File: src/inc/tpcm_pkg.sv
// Constants and carriers for the 10-bit timer in PWM, single pulse and capture modes.
// Assumes a single 100 MHz clock; the timer tick arrives as a one-cycle enable.
// How it works
// - Swap set in PWM: period is compare A, duty is P*128, or 1024 when P is 0.
// - Swap set: compare A match clears counter and starts a new PWM period.
// - PWM keeps running while pin function is 00 or 01; pin forced.
// - Clear source select has no effect on PWM operation.
// - Single pulse: on bit rising starts counter and gives pulse leading edge.
// - Single pulse: external trigger pin active edge sets the on bit.
// - Single pulse: compare A match or software clear ends the pulse.
// - Single pulse: compare A match raises timer interrupt request.
// - Single pulse: counter zeroed only on on-bit rise; P, clear select, swap ignored.
// - Capture trigger selectable as rising, falling or both edges.
// - Active capture edge copies counter into compare A and raises interrupt.
// - Capture: counter keeps counting until the on bit falls.
// - Capture: P match zeroes counter, raises interrupt; P of zero gives full range.
// - Capture: pin function 11 disables capture, counter still runs.
// - Capture pulses under 2 timer clocks may be ignored.
// - Copy two clocks after the sampled edge; A flag one clock after.
// - Capture needs a running timer clock; initial level and polarity unused.
// - On bit rising returns output pin to the initial level, except in single pulse and capture.
// - Polarity bit inverts the PWM waveform on the pin.
// - Duty at or above period keeps output active the whole period.
package tpcm_pkg;
  localparam int unsigned CNT_W        = 10;
  localparam logic [9:0]  CNT_RST      = 10'h000;
  localparam logic [9:0]  CNT_MAX      = 10'h3FF;
  localparam logic [10:0] FULL_PERIOD  = 11'h400;
  localparam int unsigned P_SHIFT      = 7;
  localparam logic [2:0]  P_RST        = 3'h0;
  localparam int unsigned SYNC_STAGES  = 2;

  typedef enum logic [1:0]
  {
    TPCM_MODE_CMP  = 2'b00,
    TPCM_MODE_CAP  = 2'b01,
    TPCM_MODE_PWM  = 2'b10,
    TPCM_MODE_TMR  = 2'b11
  } tpcm_mode_e;

  typedef enum logic [1:0]
  {
    TPCM_PF_INACT  = 2'b00,
    TPCM_PF_ACT    = 2'b01,
    TPCM_PF_PWM    = 2'b10,
    TPCM_PF_SINGLE = 2'b11
  } tpcm_pinfn_e;

  typedef struct packed
  {
    tpcm_mode_e  mode;
    tpcm_pinfn_e pin_function;
    logic        output_initial_level;
    logic        output_polarity_invert;
    logic        clear_source_select;
    logic        duty_period_swap;
  } tpcm_ctrl_s;

  typedef struct packed
  {
    logic match_a;
    logic match_p;
    logic capture;
  } tpcm_evt_s;
endpackage : tpcm_pkg

File: src/rtl/tpcm_sync.sv
// Two-flop synchroniser for one asynchronous pin.
// Assumes the pin is slow against sys_clk.
`timescale 1ns/1ps
`default_nettype none
module tpcm_sync
(
  input  wire logic sys_clk,
  input  wire logic rst_n,
  input  wire logic pin_async,
  output logic      pin_sync
);
  logic meta_reg;

  always_ff @(posedge sys_clk)
  begin
    if (!rst_n)
    begin
      meta_reg <= 1'b0;
      pin_sync <= 1'b0;
    end
    else
    begin
      meta_reg <= pin_async;
      pin_sync <= meta_reg;
    end
  end
endmodule : tpcm_sync
`default_nettype wire

File: src/rtl/tpcm_edge.sv
// Edge detector on a synchronised level, sampled on the timer tick.
// Assumes the input already passed a synchroniser.
`timescale 1ns/1ps
`default_nettype none
module tpcm_edge
(
  input  wire logic sys_clk,
  input  wire logic rst_n,
  input  wire logic tick,
  input  wire logic level,
  output logic      rise,
  output logic      fall
);
  logic last_reg;

  // Sampled on tick so narrow pulses between ticks vanish
  always_ff @(posedge sys_clk)
  begin
    if (!rst_n)
      last_reg <= 1'b0;
    else if (tick)
      last_reg <= level;
  end

  assign rise = tick & level & ~last_reg;
  assign fall = tick & ~level & last_reg;
endmodule : tpcm_edge
`default_nettype wire

File: src/rtl/tpcm_timer.sv
// Timer core: PWM with period/duty swap, single pulse and capture input.
// Assumes timer_tick is a one-cycle enable from the clock divider; pins are asynchronous.
`timescale 1ns/1ps
`default_nettype none
module tpcm_timer
(
  input  wire logic                sys_clk,
  input  wire logic                rst_n,
  input  wire logic                timer_tick,
  input  wire tpcm_pkg::tpcm_ctrl_s ctrl,
  input  wire logic [9:0]          compare_a_wr_value,
  input  wire logic                compare_a_wr,
  input  wire logic [2:0]          compare_p_value,
  input  wire logic                counter_on_set,
  input  wire logic                counter_on_clr,
  input  wire logic                external_trigger_clock_pin,
  input  wire logic                capture_input_pin,
  output logic                     counter_on,
  output logic [9:0]               counter_value,
  output logic [9:0]               compare_a_value,
  output logic                     match_a_flag,
  output logic                     match_p_flag,
  output logic                     timer_irq,
  output logic                     timer_out
);
  logic        trig_sync;
  logic        cap_sync;
  logic        trig_rise;
  logic        cap_rise;
  logic        cap_fall;
  logic        on_last_reg;
  logic        on_rise;
  logic        is_pwm;
  logic        is_single;
  logic        is_cap;
  logic        match_a;
  logic        match_p;
  logic        cap_edge;
  logic        cap_pending_reg;
  logic        flag_a_pending_reg;
  logic [9:0]  cnt_next;
  logic [10:0] period_len;
  logic [10:0] duty_len;
  logic [10:0] cnt_ext;
  logic [10:0] cnt_inc;
  logic        pwm_active;
  logic        wave_reg;
  logic        p_zero;

  tpcm_sync u_trig_sync
  (
    .sys_clk   (sys_clk),
    .rst_n     (rst_n),
    .pin_async (external_trigger_clock_pin),
    .pin_sync  (trig_sync)
  );

  tpcm_sync u_cap_sync
  (
    .sys_clk   (sys_clk),
    .rst_n     (rst_n),
    .pin_async (capture_input_pin),
    .pin_sync  (cap_sync)
  );

  tpcm_edge u_trig_edge
  (
    .sys_clk (sys_clk),
    .rst_n   (rst_n),
    .tick    (timer_tick),
    .level   (trig_sync),
    .rise    (trig_rise),
    .fall    ()
  );

  // Edge seen only at ticks, so sub-2-tick pulses can be missed
  tpcm_edge u_cap_edge
  (
    .sys_clk (sys_clk),
    .rst_n   (rst_n),
    .tick    (timer_tick),
    .level   (cap_sync),
    .rise    (cap_rise),
    .fall    (cap_fall)
  );

  assign is_pwm    = (ctrl.mode == tpcm_pkg::TPCM_MODE_PWM) && (ctrl.pin_function != tpcm_pkg::TPCM_PF_SINGLE);
  assign is_single = (ctrl.mode == tpcm_pkg::TPCM_MODE_PWM) && (ctrl.pin_function == tpcm_pkg::TPCM_PF_SINGLE);
  assign is_cap    = (ctrl.mode == tpcm_pkg::TPCM_MODE_CAP);
  assign p_zero    = (compare_p_value == tpcm_pkg::P_RST);

  // Period and duty lengths; clear_source_select never enters here
  always_comb
  begin
    if (ctrl.duty_period_swap)
    begin
      period_len = {1'b0, compare_a_value};
      duty_len   = p_zero ? tpcm_pkg::FULL_PERIOD
                          : {1'b0, compare_p_value, 7'h00};
    end
    else
    begin
      period_len = p_zero ? tpcm_pkg::FULL_PERIOD : {1'b0, compare_p_value, 7'h00};
      duty_len   = {1'b0, compare_a_value};
    end
  end

  assign cnt_ext = {1'b0, counter_value};
  assign cnt_inc = cnt_ext + 11'h001;
  // Match on the value the tick reaches: N counts per clear; 0 never matches
  // Masked on start, where the held count is stale
  assign match_a = timer_tick && counter_on && !on_rise && (cnt_inc == {1'b0, compare_a_value});
  assign match_p = timer_tick && counter_on && !on_rise && !p_zero
                   && (cnt_inc == {1'b0, compare_p_value, 7'h00});

  // On-bit: software set/clear; in single pulse also set by external trigger, cleared by match A
  always_ff @(posedge sys_clk)
  begin
    if (!rst_n)
      counter_on <= 1'b0;
    else if (counter_on_set || (is_single && trig_rise))
      counter_on <= 1'b1;
    else if (counter_on_clr || (is_single && match_a))
      counter_on <= 1'b0;
  end

  always_ff @(posedge sys_clk)
  begin
    if (!rst_n)
      on_last_reg <= 1'b0;
    else
      on_last_reg <= counter_on;
  end

  assign on_rise      = counter_on && !on_last_reg;

  // Counter next value per mode
  always_comb
  begin
    cnt_next = counter_value;
    if (on_rise)
      cnt_next = tpcm_pkg::CNT_RST;
    else if (timer_tick && counter_on)
    begin
      if (is_pwm)
      begin
        if ((cnt_ext + 11'h001) >= period_len)
          cnt_next = tpcm_pkg::CNT_RST;
        else
          cnt_next = counter_value + 10'h001;
      end
      else if (is_cap && match_p)
        cnt_next = tpcm_pkg::CNT_RST;
      else if (is_single && match_a)
        cnt_next = counter_value;
      else
        cnt_next = counter_value + 10'h001;
    end
  end

  always_ff @(posedge sys_clk)
  begin
    if (!rst_n)
      counter_value <= tpcm_pkg::CNT_RST;
    else
      counter_value <= cnt_next;
  end

  // Capture edge select; code 11 disables capture only
  always_comb
  begin
    case (ctrl.pin_function)
      tpcm_pkg::TPCM_PF_INACT:  cap_edge = cap_rise;
      tpcm_pkg::TPCM_PF_ACT:    cap_edge = cap_fall;
      tpcm_pkg::TPCM_PF_PWM:    cap_edge = cap_rise | cap_fall;
      tpcm_pkg::TPCM_PF_SINGLE: cap_edge = 1'b0;
      default:                  cap_edge = 1'b0;
    endcase
  end

  // Capture copied two clocks after the edge, flag one clock later
  always_ff @(posedge sys_clk)
  begin
    if (!rst_n)
      cap_pending_reg <= 1'b0;
    else
      cap_pending_reg <= is_cap && counter_on && cap_edge;
  end

  always_ff @(posedge sys_clk)
  begin
    if (!rst_n)
      compare_a_value <= tpcm_pkg::CNT_RST;
    else if (cap_pending_reg)
      compare_a_value <= counter_value;
    else if (compare_a_wr)
      compare_a_value <= compare_a_wr_value;
  end

  always_ff @(posedge sys_clk)
  begin
    if (!rst_n)
      flag_a_pending_reg <= 1'b0;
    else
      flag_a_pending_reg <= cap_pending_reg;
  end

  // Flags are one-cycle event pulses; irq is the OR
  always_ff @(posedge sys_clk)
  begin
    if (!rst_n)
    begin
      match_a_flag <= 1'b0;
      match_p_flag <= 1'b0;
      timer_irq    <= 1'b0;
    end
    else
    begin
      match_a_flag <= flag_a_pending_reg || (!is_cap && match_a);
      match_p_flag <= match_p && !is_single;
      timer_irq    <= flag_a_pending_reg || (!is_cap && match_a) || (match_p && !is_single);
    end
  end

  // PWM active while counter below duty; duty >= period stays active
  assign pwm_active = (duty_len >= period_len) || (cnt_ext < duty_len);

  always_ff @(posedge sys_clk)
  begin
    if (!rst_n)
      wave_reg <= 1'b0;
    else if (on_rise)
      wave_reg <= 1'b1;
    else if (is_single)
      wave_reg <= counter_on;
    else
      wave_reg <= pwm_active;
  end

  // Output pin; low in capture; initial level on on-bit rise outside single pulse, forced levels in 00/01
  always_ff @(posedge sys_clk)
  begin
    if (!rst_n)
      timer_out <= 1'b0;
    else if (is_cap)
      timer_out <= 1'b0;
    else if (on_rise && !is_single)
      timer_out <= ctrl.output_initial_level;
    else if (!counter_on && !is_single)
      timer_out <= timer_out;
    else
    begin
      case (ctrl.pin_function)
        tpcm_pkg::TPCM_PF_INACT: timer_out <= ~ctrl.output_initial_level;
        tpcm_pkg::TPCM_PF_ACT:   timer_out <= ctrl.output_initial_level;
        default:                 timer_out <= (wave_reg ~^ ctrl.output_initial_level)
                                              ^ ctrl.output_polarity_invert;
      endcase
    end
  end

  // Checks
  single_stop_a : assert property (@(posedge sys_clk) disable iff (!rst_n)
    is_single && match_a && !counter_on_set && !trig_rise |=> !counter_on)
    else $error("single pulse did not stop on match A");

  trig_start_a : assert property (@(posedge sys_clk) disable iff (!rst_n)
    is_single && trig_rise |=> counter_on)
    else $error("trigger did not set on bit");

  on_zero_a : assert property (@(posedge sys_clk) disable iff (!rst_n)
    on_rise |=> counter_value == tpcm_pkg::CNT_RST)
    else $error("counter not zeroed on start");

  cap_copy_a : assert property (@(posedge sys_clk) disable iff (!rst_n)
    is_cap && counter_on && cap_edge && !on_rise |=> ##1 compare_a_value == $past(counter_value))
    else $error("capture did not copy counter");

  cap_flag_a : assert property (@(posedge sys_clk) disable iff (!rst_n)
    is_cap && counter_on && cap_edge |=> ##2 match_a_flag && timer_irq)
    else $error("capture flag late");

  cap_off_a : assert property (@(posedge sys_clk) disable iff (!rst_n)
    is_cap && ctrl.pin_function == tpcm_pkg::TPCM_PF_SINGLE && $stable(ctrl) |=> !cap_pending_reg)
    else $error("capture while disabled");

  p_clear_a : assert property (@(posedge sys_clk) disable iff (!rst_n)
    is_cap && match_p && !on_rise |=> counter_value == tpcm_pkg::CNT_RST && match_p_flag)
    else $error("P match did not clear counter");

  swap_wrap_a : assert property (@(posedge sys_clk) disable iff (!rst_n)
    is_pwm && ctrl.duty_period_swap && timer_tick && counter_on && !on_rise
    && (cnt_ext + 11'h001 >= period_len) |=> counter_value == tpcm_pkg::CNT_RST)
    else $error("swap period did not wrap on A");

  count_run_a : assert property (@(posedge sys_clk) disable iff (!rst_n)
    is_cap && counter_on && timer_tick && !match_p && !on_rise && !counter_on_clr
    |=> counter_value == $past(counter_value) + 10'h001)
    else $error("capture counter stalled");

  pwm_duty_a : assert property (@(posedge sys_clk) disable iff (!rst_n)
    is_pwm && counter_on && !on_rise && (duty_len >= period_len) |=> wave_reg)
    else $error("full duty not held active");

  pin_inact_a : assert property (@(posedge sys_clk) disable iff (!rst_n)
    is_pwm && counter_on && !on_rise && ctrl.pin_function == tpcm_pkg::TPCM_PF_INACT
    |=> timer_out != $past(ctrl.output_initial_level))
    else $error("forced inactive level wrong");

  pin_act_a : assert property (@(posedge sys_clk) disable iff (!rst_n)
    is_pwm && counter_on && !on_rise && ctrl.pin_function == tpcm_pkg::TPCM_PF_ACT
    |=> timer_out == $past(ctrl.output_initial_level))
    else $error("forced active level wrong");

  pwm_run_a : assert property (@(posedge sys_clk) disable iff (!rst_n)
    is_pwm && ctrl.pin_function != tpcm_pkg::TPCM_PF_PWM && counter_on && timer_tick && !on_rise
    && cnt_inc < period_len |=> counter_value == $past(counter_value) + 10'h001)
    else $error("PWM counter stopped while pin forced");

  single_hold_a : assert property (@(posedge sys_clk) disable iff (!rst_n)
    is_single && !counter_on |=> counter_value == $past(counter_value))
    else $error("single pulse counter moved while off");

  single_count_a : assert property (@(posedge sys_clk) disable iff (!rst_n)
    is_single && counter_on && timer_tick && !on_rise && !match_a
    |=> counter_value == $past(counter_value) + 10'h001)
    else $error("single pulse counter not counting");

  single_irq_a : assert property (@(posedge sys_clk) disable iff (!rst_n)
    is_single && match_a |=> match_a_flag && timer_irq)
    else $error("single pulse match gave no request");

  single_idle_a : assert property (@(posedge sys_clk) disable iff (!rst_n)
    is_single && !counter_on ##1 is_single && !counter_on && $stable(ctrl)
    |=> timer_out != ($past(ctrl.output_initial_level) ^ $past(ctrl.output_polarity_invert)))
    else $error("idle single pulse pin not inactive");

  on_init_a : assert property (@(posedge sys_clk) disable iff (!rst_n)
    on_rise && !is_single && !is_cap |=> timer_out == $past(ctrl.output_initial_level))
    else $error("pin not set to initial level on start");

  cap_nopin_a : assert property (@(posedge sys_clk) disable iff (!rst_n)
    is_cap |=> !timer_out)
    else $error("pin driven in capture mode");

  tick_gate_a : assert property (@(posedge sys_clk) disable iff (!rst_n)
    !timer_tick && !on_rise |=> counter_value == $past(counter_value))
    else $error("counter moved without a tick");

  cap_hold_a : assert property (@(posedge sys_clk) disable iff (!rst_n)
    !cap_pending_reg && !compare_a_wr |=> compare_a_value == $past(compare_a_value))
    else $error("compare A changed without capture or write");
endmodule : tpcm_timer
`default_nettype wire

File: config.mk
export PLATFORM = sky130hd
export DESIGN_NAME = tpcm_timer
export DESIGN_NICKNAME = d
export VERILOG_FILES = /design/src/inc/tpcm_pkg.sv /design/src/rtl/tpcm_sync.sv /design/src/rtl/tpcm_edge.sv /design/src/rtl/tpcm_timer.sv
export SDC_FILE = /design/constraint.sdc
export NUM_CORES = 1
export LEC_CHECK = 0
export ABC_AREA = 1
export ABC_CLOCK_PERIOD_IN_PS = 2330
export BUFFER_PORTS_ARGS = -buffer_cell sky130_fd_sc_hd__buf_2
export CAP_MARGIN = 40
export CORE_AREA = 2 2 77 79
export DETAILED_ROUTE_END_ITERATION = 12
export DIE_AREA = 0 0 79 81
export PLACE_DENSITY_LB_ADDON = 0.3
export SLEW_MARGIN = 40
export SYNTH_ARGS = -nofsm -noshare
export SYNTH_HDL_FRONTEND = slang
export SYNTH_HIERARCHICAL = 1
export SYNTH_SLANG_ARGS = --single-unit
File: constraint.sdc
create_clock -name sys_clk -period 2.33 [get_ports sys_clk]
set_input_delay 0.233 -clock sys_clk [delete_from_list [all_inputs] [get_ports sys_clk]]
set_output_delay 0.233 -clock sys_clk [all_outputs]
set_load 0.005 [all_outputs]
==> results of run 1 <==
[worst min-delay path: cells and delay by family]
kind | cells | cell delay (ps)
buffers and inverters | 2 | 110
AND/OR/NAND/NOR | 1 | 40
[routing by layer]
layer,track usage (%),up-vias
met5,0,-
met4,11.9,0
met3,4.00,28
met2,44.2,151
met1,35.8,1519
li1,-,1610
[worst max path at each step]
stage               cells past startpoint  slack, ps          endpoint             start
floorplan                              22         50  counter_value[1]  counter_value[0]
global placement                       21        -80  counter_value[5]  counter_value[2]
detailed placement                     21       -140  counter_value[8]  counter_value[2]
CTS                                    22        0.3  counter_value[5]  counter_value[0]
global route                           21       -240  counter_value[8]  counter_value[1]
finish                                 21        -80  counter_value[5]  counter_value[0]
[final cells by class]
type | count | share of cell area [%]
multi-input cells | 331 | 53.1
flip-flops and latches | 35 | 18.8
repair buffers | 97 | 16.4
inverters | 67 | 6.74
well taps | 75 | 2.47
clock buffers | 5 | 1.81
clock inverters | 3 | 0.625
[power by group]
group | leakage, nW | internal (W) | total, W | switching, W
Sequential | 0.291 | 0.000626 | 0.000656 | 0.0000301
Combinational | 1.59 | 0.000203 | 0.000475 | 0.000272
Clock | 0.0408 | 0.000214 | 0.000475 | 0.000261
Total | 1.93 | 0.00104 | 0.00161 | 0.000563
[per-stage QoR]
step / power (W) / std cells / utilization (%)
6_report: 0.00161 / 613 / 67.0
3_5_place_dp: 0.00108 / 597 / 59.4
3_3_place_gp: 0.00107 / 597 / 59.4
4_1_cts: 0.00156 / 608 / 62.4
5_1_grt: 0.00170 / 613 / 67.0
2_1_floorplan: 0.000920 / 441 / -
[what timing repair did]
action / CTS / global route
gates cloned: 1 / 0
setup buffers: 2 / 5
pin swaps: 6 / 24
resized for setup: 17 / 46
setup endpoints to repair: 10 / 11
hold endpoints to repair: 0 / 0
==> key figures, run 1 <==
Clock tree
  – CTS tree: done
  – Worst-case clock buffer depth: 2
  – Clock Latency Late Sink: 300 ps
  – H-tree levels: 2
  – Post-cts hold buffer count: 0
  – Clock root buffer: clkbuf_8
  – Clock sinks: 35
  – CTS Buf Count: 5
  – Worst-path clk slew: 90 ps

Place
  – Setup WS pre-CTS: -139 ps
  – HPWL after DPL: 6.35 mm
  – Placed instance area: 0.00337 mm²
  – Buffers added on ports: 52
  – Routability cong.: 0.950

Cells and area
  – Final net count: 589
  – Share of cells above drive strength 1: 33.1%
  – Commonest non-fill, non-tap cell in the layout: nand2_1
  – Diode count: 0
  – Most frequent cells in the layout: nand2_1 (115), inv_1 (62), buf_2 (52), nor2_1 (48), buf_4 (40)
  – Fin area: 0.00380 mm²
  – Multi-input logic area: 0.00202 mm²
  – Fill count: 498
  – P&R area growth vs syn: 37.4%
  – Register area: 716 µm²
  – Top flop regs: compare_a_value: 10 flops, counter_value: 10 flops

Global routing
  – Initial antenna violation count: 0
  – Vias in the first global route: 2932
  – Pin count of the biggest net entering global routing: 21
  – First-pass GRT wire length: 13.6 mm
  – Tot GR Track Use: 27.1%
  – Grt ovf: 0

Setup path
  – R2R Setup Slk: -80 ps
  – Reg2reg path depth: 21
  – Worst r2r dst: counter_value[5]
  – Setup crit start kind: flip-flop
  – Worst R2R Start: counter_value[0]
  – Largest fanout on the critical path: 5
  – Critical Path AT: 2640 ps
  – CP required: 2570 ps
  – Crit path capture type: flip-flop
  – Slowest stage cell on the critical path: dfxtp_4
  – Crit path kind: flip-flop to flip-flop
  – Critical Path Max Stage Delay: 390 ps
  – WP buf/inv: 2
  – Crit path top cell by count: nand2_1
  – Critical path cell sequence: nand3_4, nor2_4, inv_1, nand2_1, inv_2, ha_4, nand2_1, nand2_1, a21oi_2, nand2_1, nor2_2, nand2_1, nand2_1, nand2_1, nand2_1, nand2_2, nand2_4, nand2_1, nand2_1, nand2_1, nor2_1
  – CP top delay family: simple AND/OR/NAND/NOR gates

Yosys
  – Mapped cell area: 0.00277 mm²
  – Mapped Avg Cell Area: 6.28 µm²
  – Cells after synthesis: 441
  – YS warnings: 6
  – Syn nets: 493

Route
  – DRC viols: 0
  – Drt initial violations: 254
  – WL met3: 692 µm
  – Via count: 3308
  – WL/cell: 14.6 µm
  – Final antenna-violating net count: 0
  – Wirelength, routed: 8.92 mm
  – WL met2: 4.07 mm
  – Vias per cell: 5.40
  – TritonRoute pass-1 iters: 5
  – DR top layer: met4
  – DRT met1 WL: 3.87 mm

STA
  – Slew HR: 65.0%
  – Post-route setup slack: -77.7 ps
  – Final hold viol count: 0
  – RSZ-0062 raised after global routing: true
  – Hold_ws: 112 ps
  – Final slew viol count: 0
  – Post-Route Setup TNS: -360 ps
  – Worst slew pin tran: 524 ps
  – Minimum clock period: 2410 ps
  – Period utilization: 103%
  – Final setup vio count: 8
  – Peak Freq: 415 MHz
  – Skew final: 10.8 ps

Pwr
  – Power Density: 422 mW/mm²
  – Static Leak: 1.93 nW
  – Maximum vdd drop: 0.318 mV

Worst hold path
  – Hold Path Class: input port to flip-flop
  – Worst hold start: capture_input_pin
  – Hold path cells: 3
  – Hold path endpoint: u_cap_sync/meta_reg

Flow run
  – Maxcap violations: 0

Floorplan
  – DIE AREA: 0.00640 mm²
  – Die X: 79 µm
  – Core box area: 0.00568 mm²
  – Rows: 28
  – Starting density of the core: 48.8%
  – Height of the die: 81 µm
  – IO Pins: 54

Status
  – Failing checks: setup timing
  – Status: finished, violations left
No activity file was read; power rests on OpenSTA's default activity.
==> run 2, diff against run 1 <==
--- a/config.mk
+++ b/config.mk
@@ -6,12 +6,12 @@
 export NUM_CORES = 1
 export LEC_CHECK = 0
 export ABC_AREA = 1
-export ABC_CLOCK_PERIOD_IN_PS = 2330
+export ABC_CLOCK_PERIOD_IN_PS = 3010
 export BUFFER_PORTS_ARGS = -buffer_cell sky130_fd_sc_hd__buf_2
 export CAP_MARGIN = 40
-export CORE_AREA = 2 2 77 79
+export CORE_AREA = 2 2 75 77
 export DETAILED_ROUTE_END_ITERATION = 12
-export DIE_AREA = 0 0 79 81
+export DIE_AREA = 0 0 77 79
 export PLACE_DENSITY_LB_ADDON = 0.3
 export SLEW_MARGIN = 40
 export SYNTH_ARGS = -nofsm -noshare
==> constraint.sdc (replaced) <==
create_clock -name sys_clk -period 3.01 [get_ports sys_clk]
set_input_delay 0.301 -clock sys_clk [delete_from_list [all_inputs] [get_ports sys_clk]]
set_output_delay 0.301 -clock sys_clk [all_outputs]
set_load 0.005 [all_outputs]
==> key figures, run 2 (same netlist as run 1, synthesis figures left out) <==
Cells and area
  – Most frequent cells in the layout: nand2_1 (123), inv_1 (66), nor2_1 (53), buf_2 (52), dfxtp_1 (33)
  – Diode count: 0
  – Final net count: 548
  – Fill count: 535
  – Share of cells above drive strength 1: 19.1%
  – Commonest non-fill, non-tap cell in the layout: nand2_1
  – Fin area: 0.00321 mm²
  – Top flop regs: compare_a_value: 10 flops, counter_value: 10 flops
  – P&R area growth vs syn: 16.0%
  – Non-Filler Instances: 569

STA
  – Minimum clock period: 2780 ps
  – Skew final: 5.69 ps
  – Slew HR: 64.9%
  – Post-route setup slack: 231 ps
  – Worst slew pin tran: 526 ps
  – Period utilization: 92.3%
  – Post-Route Setup TNS: 0 ps
  – Final hold viol count: 0
  – Final setup vio count: 0
  – Peak Freq: 360 MHz
  – RSZ-0062 raised after global routing: false
  – Final slew viol count: 0

Setup path
  – Critical Path Max Stage Delay: 430 ps
  – Slowest stage cell on the critical path: dfxtp_2
  – Crit path capture type: flip-flop
  – Largest fanout on the critical path: 10
  – Critical Path AT: 3010 ps
  – Critical path cell sequence: ha_1, nand2_2, inv_1, nand3_1, nand2_1, inv_2, ha_1, nand3_1, nor2_1, nand2_1, nand2_1, nor2_1, nand2_1, nand2_1, nand2_1, nand2_1, nand2_1, nand2_2, nand2_1, nand2_1, nand2_1, nor2_1
  – Crit path kind: flip-flop to flip-flop
  – CP required: 3240 ps
  – Setup crit start kind: flip-flop
  – Launch point of the worst path: counter_value[1]
  – Crit path top cell by count: nand2_1
  – Worst R2R Start: counter_value[1]

Clock tree
  – Post-CTS Setup Bufs: 0
  – CTS tree: done
  – Worst-case clock buffer depth: 2
  – Post-cts hold buffer count: 0
  – Clock sinks: 35
  – H-tree levels: 2
  – CTS Buf Count: 5
  – Worst-path clk slew: 80 ps
  – Clock Latency Late Sink: 290 ps
  – Clock root buffer: clkbuf_8
  – Post-CTS resize count: 0

Global routing
  – Grt ovf: 0
  – Met3 Use GR: 2.95%
  – Grt met1 use: 35.0%
  – GR peak layer: met2
  – Pin count of the biggest net entering global routing: 21
  – First-pass GRT wire length: 12.1 mm
  – Vias in the first global route: 2647
  – Tot GR Track Use: 24.7%
  – GR Layer Usage met2: 38.5%
  – Initial antenna violation count: 0

Pwr
  – Maximum vdd drop: 0.375 mV
  – Power Total: 0.00116 W
  – Static Leak: 1.70 nW
  – Power Density: 362 mW/mm²

Floorplan
  – IO Pins: 54
  – DIE AREA: 0.00608 mm²
  – Rows: 27
  – Core box area: 0.00534 mm²
  – Height of the die: 79 µm
  – Die X: 77 µm
  – Starting density of the core: 51.9%

Place
  – Buffers added on ports: 52
  – HPWL after DPL: 5.71 mm
  – Placed instance area: 0.00311 mm²
  – Routability cong.: 0.981
  – Cells after DPL: 561
  – Setup WS pre-CTS: 184 ps

Worst hold path
  – Hold Path Class: input port to flip-flop
  – Worst hold start: capture_input_pin

Route
  – WL/cell: 12.8 µm
  – DRC viols: 0
  – Wirelength, routed: 7.27 mm
  – Final antenna-violating net count: 0
  – Vias per cell: 5.32
  – Drt initial violations: 253
  – TritonRoute pass-1 iters: 5
  – Via count: 3025

Status
  – Status: finished, final reports clean

Flow run
  – Maxcap violations: 0
## run 2: changes by cell type in the layout (fill, tap and decap cells not counted), moves of 5 or more
cell and delta:
nand3_1 +5, ha_1 +6, nor2_1 +5, ha_4 -6
nand2_1 +8, a21oi_2 -9, a21oi_1 +9, buf_4 -35
## run 2: worst paths after layout
kind                          endpoint  slack (ps)  cells after the start
setup reg to reg      counter_value[8]         230                     22
setup / recovery      counter_value[8]         230                     22
hold / removal     u_cap_sync/meta_reg         190                      3
hold reg to reg   u_trig_sync/pin_sync         410                      2
## run 2: worst max-delay path, delay by kind of cell (launching register included)
kind | cells | cell delay (ps)
adder cells (fa/ha/maj) | 2 | 570
flip-flops | 1 | 430
AND/OR/NAND/NOR | 18 | 1580
buffers and inverters | 2 | 160
## run 2: stage by stage
| step | util [%] | hold slack, ps |
|---|---|---|
| final | 60.1 | 186 |
| after global routing | 60.1 | 201 |
| after CTS | 60.1 | 177 |
| after detailed placement | 58.3 | 393 |
| after global placement | 58.3 | 388 |
| after floorplan | - | 386 |
## run 2: per-layer routing
metal,routed length (µm),part of all wire [%]
met1,3300,45
met2,3190,44
met3,622,8.6
met4,163,2.2
met5,0,0
## run 2: area by class of cell
class	count	area, µm²	share of cell area (%)
clock inverters	3	23.8	0.741
multi-input cells	330	1770	55.3
clock buffers	5	68.8	2.14
repair buffers	57	298	9.28
flip-flops and latches	35	703	21.9
well taps	72	90.1	2.81
inverters	67	251	7.84
## run 2: power by group
part           switching, W  internal [W]
clock              0.000194      0.000166
combinational      0.000166      0.000115
sequential        0.0000346      0.000486
total              0.000394      0.000767
==> run 3, diff against run 2 <==
--- a/config.mk
+++ b/config.mk
@@ -7,7 +7,7 @@
 export LEC_CHECK = 0
 export ABC_AREA = 1
 export ABC_CLOCK_PERIOD_IN_PS = 3010
-export BUFFER_PORTS_ARGS = -buffer_cell sky130_fd_sc_hd__buf_2
+export BUFFER_PORTS_ARGS = -buffer_cell sky130_fd_sc_hd__buf_4
 export CAP_MARGIN = 40
 export CORE_AREA = 2 2 75 77
 export DETAILED_ROUTE_END_ITERATION = 12
==> key figures, run 3 (same netlist as run 1, synthesis figures left out) <==
Status
  – Status: finished, final reports clean

Setup path
  – Critical path cell sequence: ha_1, nand2_2, inv_1, nand3_1, nand2_1, inv_2, ha_1, nand3_1, nor2_1, nand2_1, nand2_1, nor2_1, nand2_1, nand2_1, nand2_1, nand2_1, nand2_1, nand2_4, nand2_1, nand2_1, nand2_1, nor2_1
  – Crit path top cell by count: nand2_1
  – Largest fanout on the critical path: 10
  – Crit path kind: flip-flop to flip-flop
  – Slowest stage cell on the critical path: dfxtp_2
  – Critical Path Max Stage Delay: 420 ps
  – Setup crit start kind: flip-flop
  – Critical Path AT: 2910 ps
  – WP buf/inv: 2
  – CP top delay family: simple AND/OR/NAND/NOR gates
  – CP required: 3240 ps
  – Crit path capture type: flip-flop

Cells and area
  – Register area: 702 µm²
  – Multi-input logic area: 0.00178 mm²
  – P&R area growth vs syn: 20.8%
  – Diode count: 0
  – Most frequent cells in the layout: nand2_1 (123), inv_1 (66), buf_4 (57), nor2_1 (53), dfxtp_1 (34)
  – Final net count: 548
  – Fin area: 0.00334 mm²
  – Commonest non-fill, non-tap cell in the layout: nand2_1
  – Share of cells above drive strength 1: 18.9%
  – Top flop regs: compare_a_value: 10 flops, counter_value: 10 flops
  – Fill count: 544

Route
  – Via count: 2983
  – WL/cell: 13.1 µm
  – Drt initial violations: 223
  – Vias per cell: 5.24
  – TritonRoute pass-1 iters: 4
  – Wirelength, routed: 7.44 mm
  – DRC viols: 0
  – Final antenna-violating net count: 0

Clock tree
  – Worst-case clock buffer depth: 2
  – Clock sinks: 35
  – Worst-path clk slew: 80 ps
  – H-tree levels: 2
  – CTS tree: done
  – Clock Latency Late Sink: 300 ps
  – Clock root buffer: clkbuf_8
  – CTS Buf Count: 5
  – Post-cts hold buffer count: 0

Floorplan
  – IO Pins: 54
  – Height of the die: 79 µm
  – Starting density of the core: 51.9%
  – DIE AREA: 0.00608 mm²
  – Die X: 77 µm
  – Core box area: 0.00534 mm²
  – Rows: 27

Flow run
  – Maxcap violations: 0

STA
  – Slew HR: 66.7%
  – Final setup vio count: 0
  – Peak Freq: 372 MHz
  – Skew final: 10.4 ps
  – RSZ-0062 raised after global routing: false
  – Period utilization: 89.3%
  – Final hold viol count: 0
  – Post-Route Setup TNS: 0 ps
  – Final slew viol count: 0
  – Worst slew pin tran: 499 ps
  – Minimum clock period: 2690 ps

Pwr
  – Maximum vdd drop: 0.351 mV
  – Power Density: 357 mW/mm²
  – Static Leak: 1.73 nW

Place
  – HPWL after DPL: 5.77 mm
  – Routability cong.: 0.980
  – Placed instance area: 0.00324 mm²
  – Buffers added on ports: 52

Worst hold path
  – Hold Path Class: input port to flip-flop

Global routing
  – Vias in the first global route: 2631
  – First-pass GRT wire length: 12.3 mm
  – Initial antenna violation count: 0
  – Tot GR Track Use: 25.2%
  – Pin count of the biggest net entering global routing: 21
  – Grt ovf: 0
-- run 3: final timing paths --
kind / endpoint / depth (start not counted) / start / slack, ps
setup / recovery: counter_value[1] / 22 / counter_value[1] / 320
hold / removal: u_cap_sync/meta_reg / 3 / capture_input_pin / 180
setup reg to reg: counter_value[1] / 22 / counter_value[1] / 320
hold reg to reg: u_cap_sync/pin_sync / 2 / u_cap_sync/meta_reg / 410
-- run 3: worst min-delay path, delay by kind of cell --
family,cells,cell delay (ps)
buffers and inverters,2,110
AND/OR/NAND/NOR,1,40
-- run 3: power breakdown --
part | total [W] | switching, W | internal (W)
sequential | 0.000520 | 0.0000345 | 0.000485
clock | 0.000370 | 0.000204 | 0.000166
combinational | 0.000302 | 0.000168 | 0.000134
total | 0.00119 | 0.000407 | 0.000785
-- run 3: what timing repair did --
action	CTS	global route
buffers inserted	0	0
endpoints found under the hold margin	0	0
setup endpoints to repair	0	8
gates resized for setup	0	2
-- run 3: final cells by class --
type | instances | share of cell area, %
Clock inverter | 3 | 0.711
Sequential cell | 35 | 21.0
Timing Repair Buffer | 57 | 12.8
Clock buffer | 5 | 2.06
Inverter | 67 | 7.52
Tap cell | 72 | 2.69
Multi-Input combinational cell | 330 | 53.2
-- run 3: through the flow --
step / util (%) / cells / hold WS (ps) / worst slack, ps / power (W)
5_1_grt: 62.6 / 569 / 188 / 19.2 / 0.00126
4_1_cts: 62.5 / 569 / 179 / 165 / 0.00119
6_report: 62.6 / 569 / 180 / 322 / 0.00119
3_3_place_gp: 60.8 / 561 / 389 / 288 / 0.000820
3_5_place_dp: 60.8 / 561 / 398 / 190 / 0.000828
2_1_floorplan: - / 441 / 386 / 613 / 0.000712
-- run 3: layer usage --
metal / global-route usage, % / share of wire (%) / vias to the layer above
met2: 40.4 / 45 / 112
li1: - / - / 1533
met5: 0 / 0 / -
met1: 34.7 / 46 / 1328
met3: 3.86 / 7.1 / 10
met4: 8.57 / 1.7 / 0
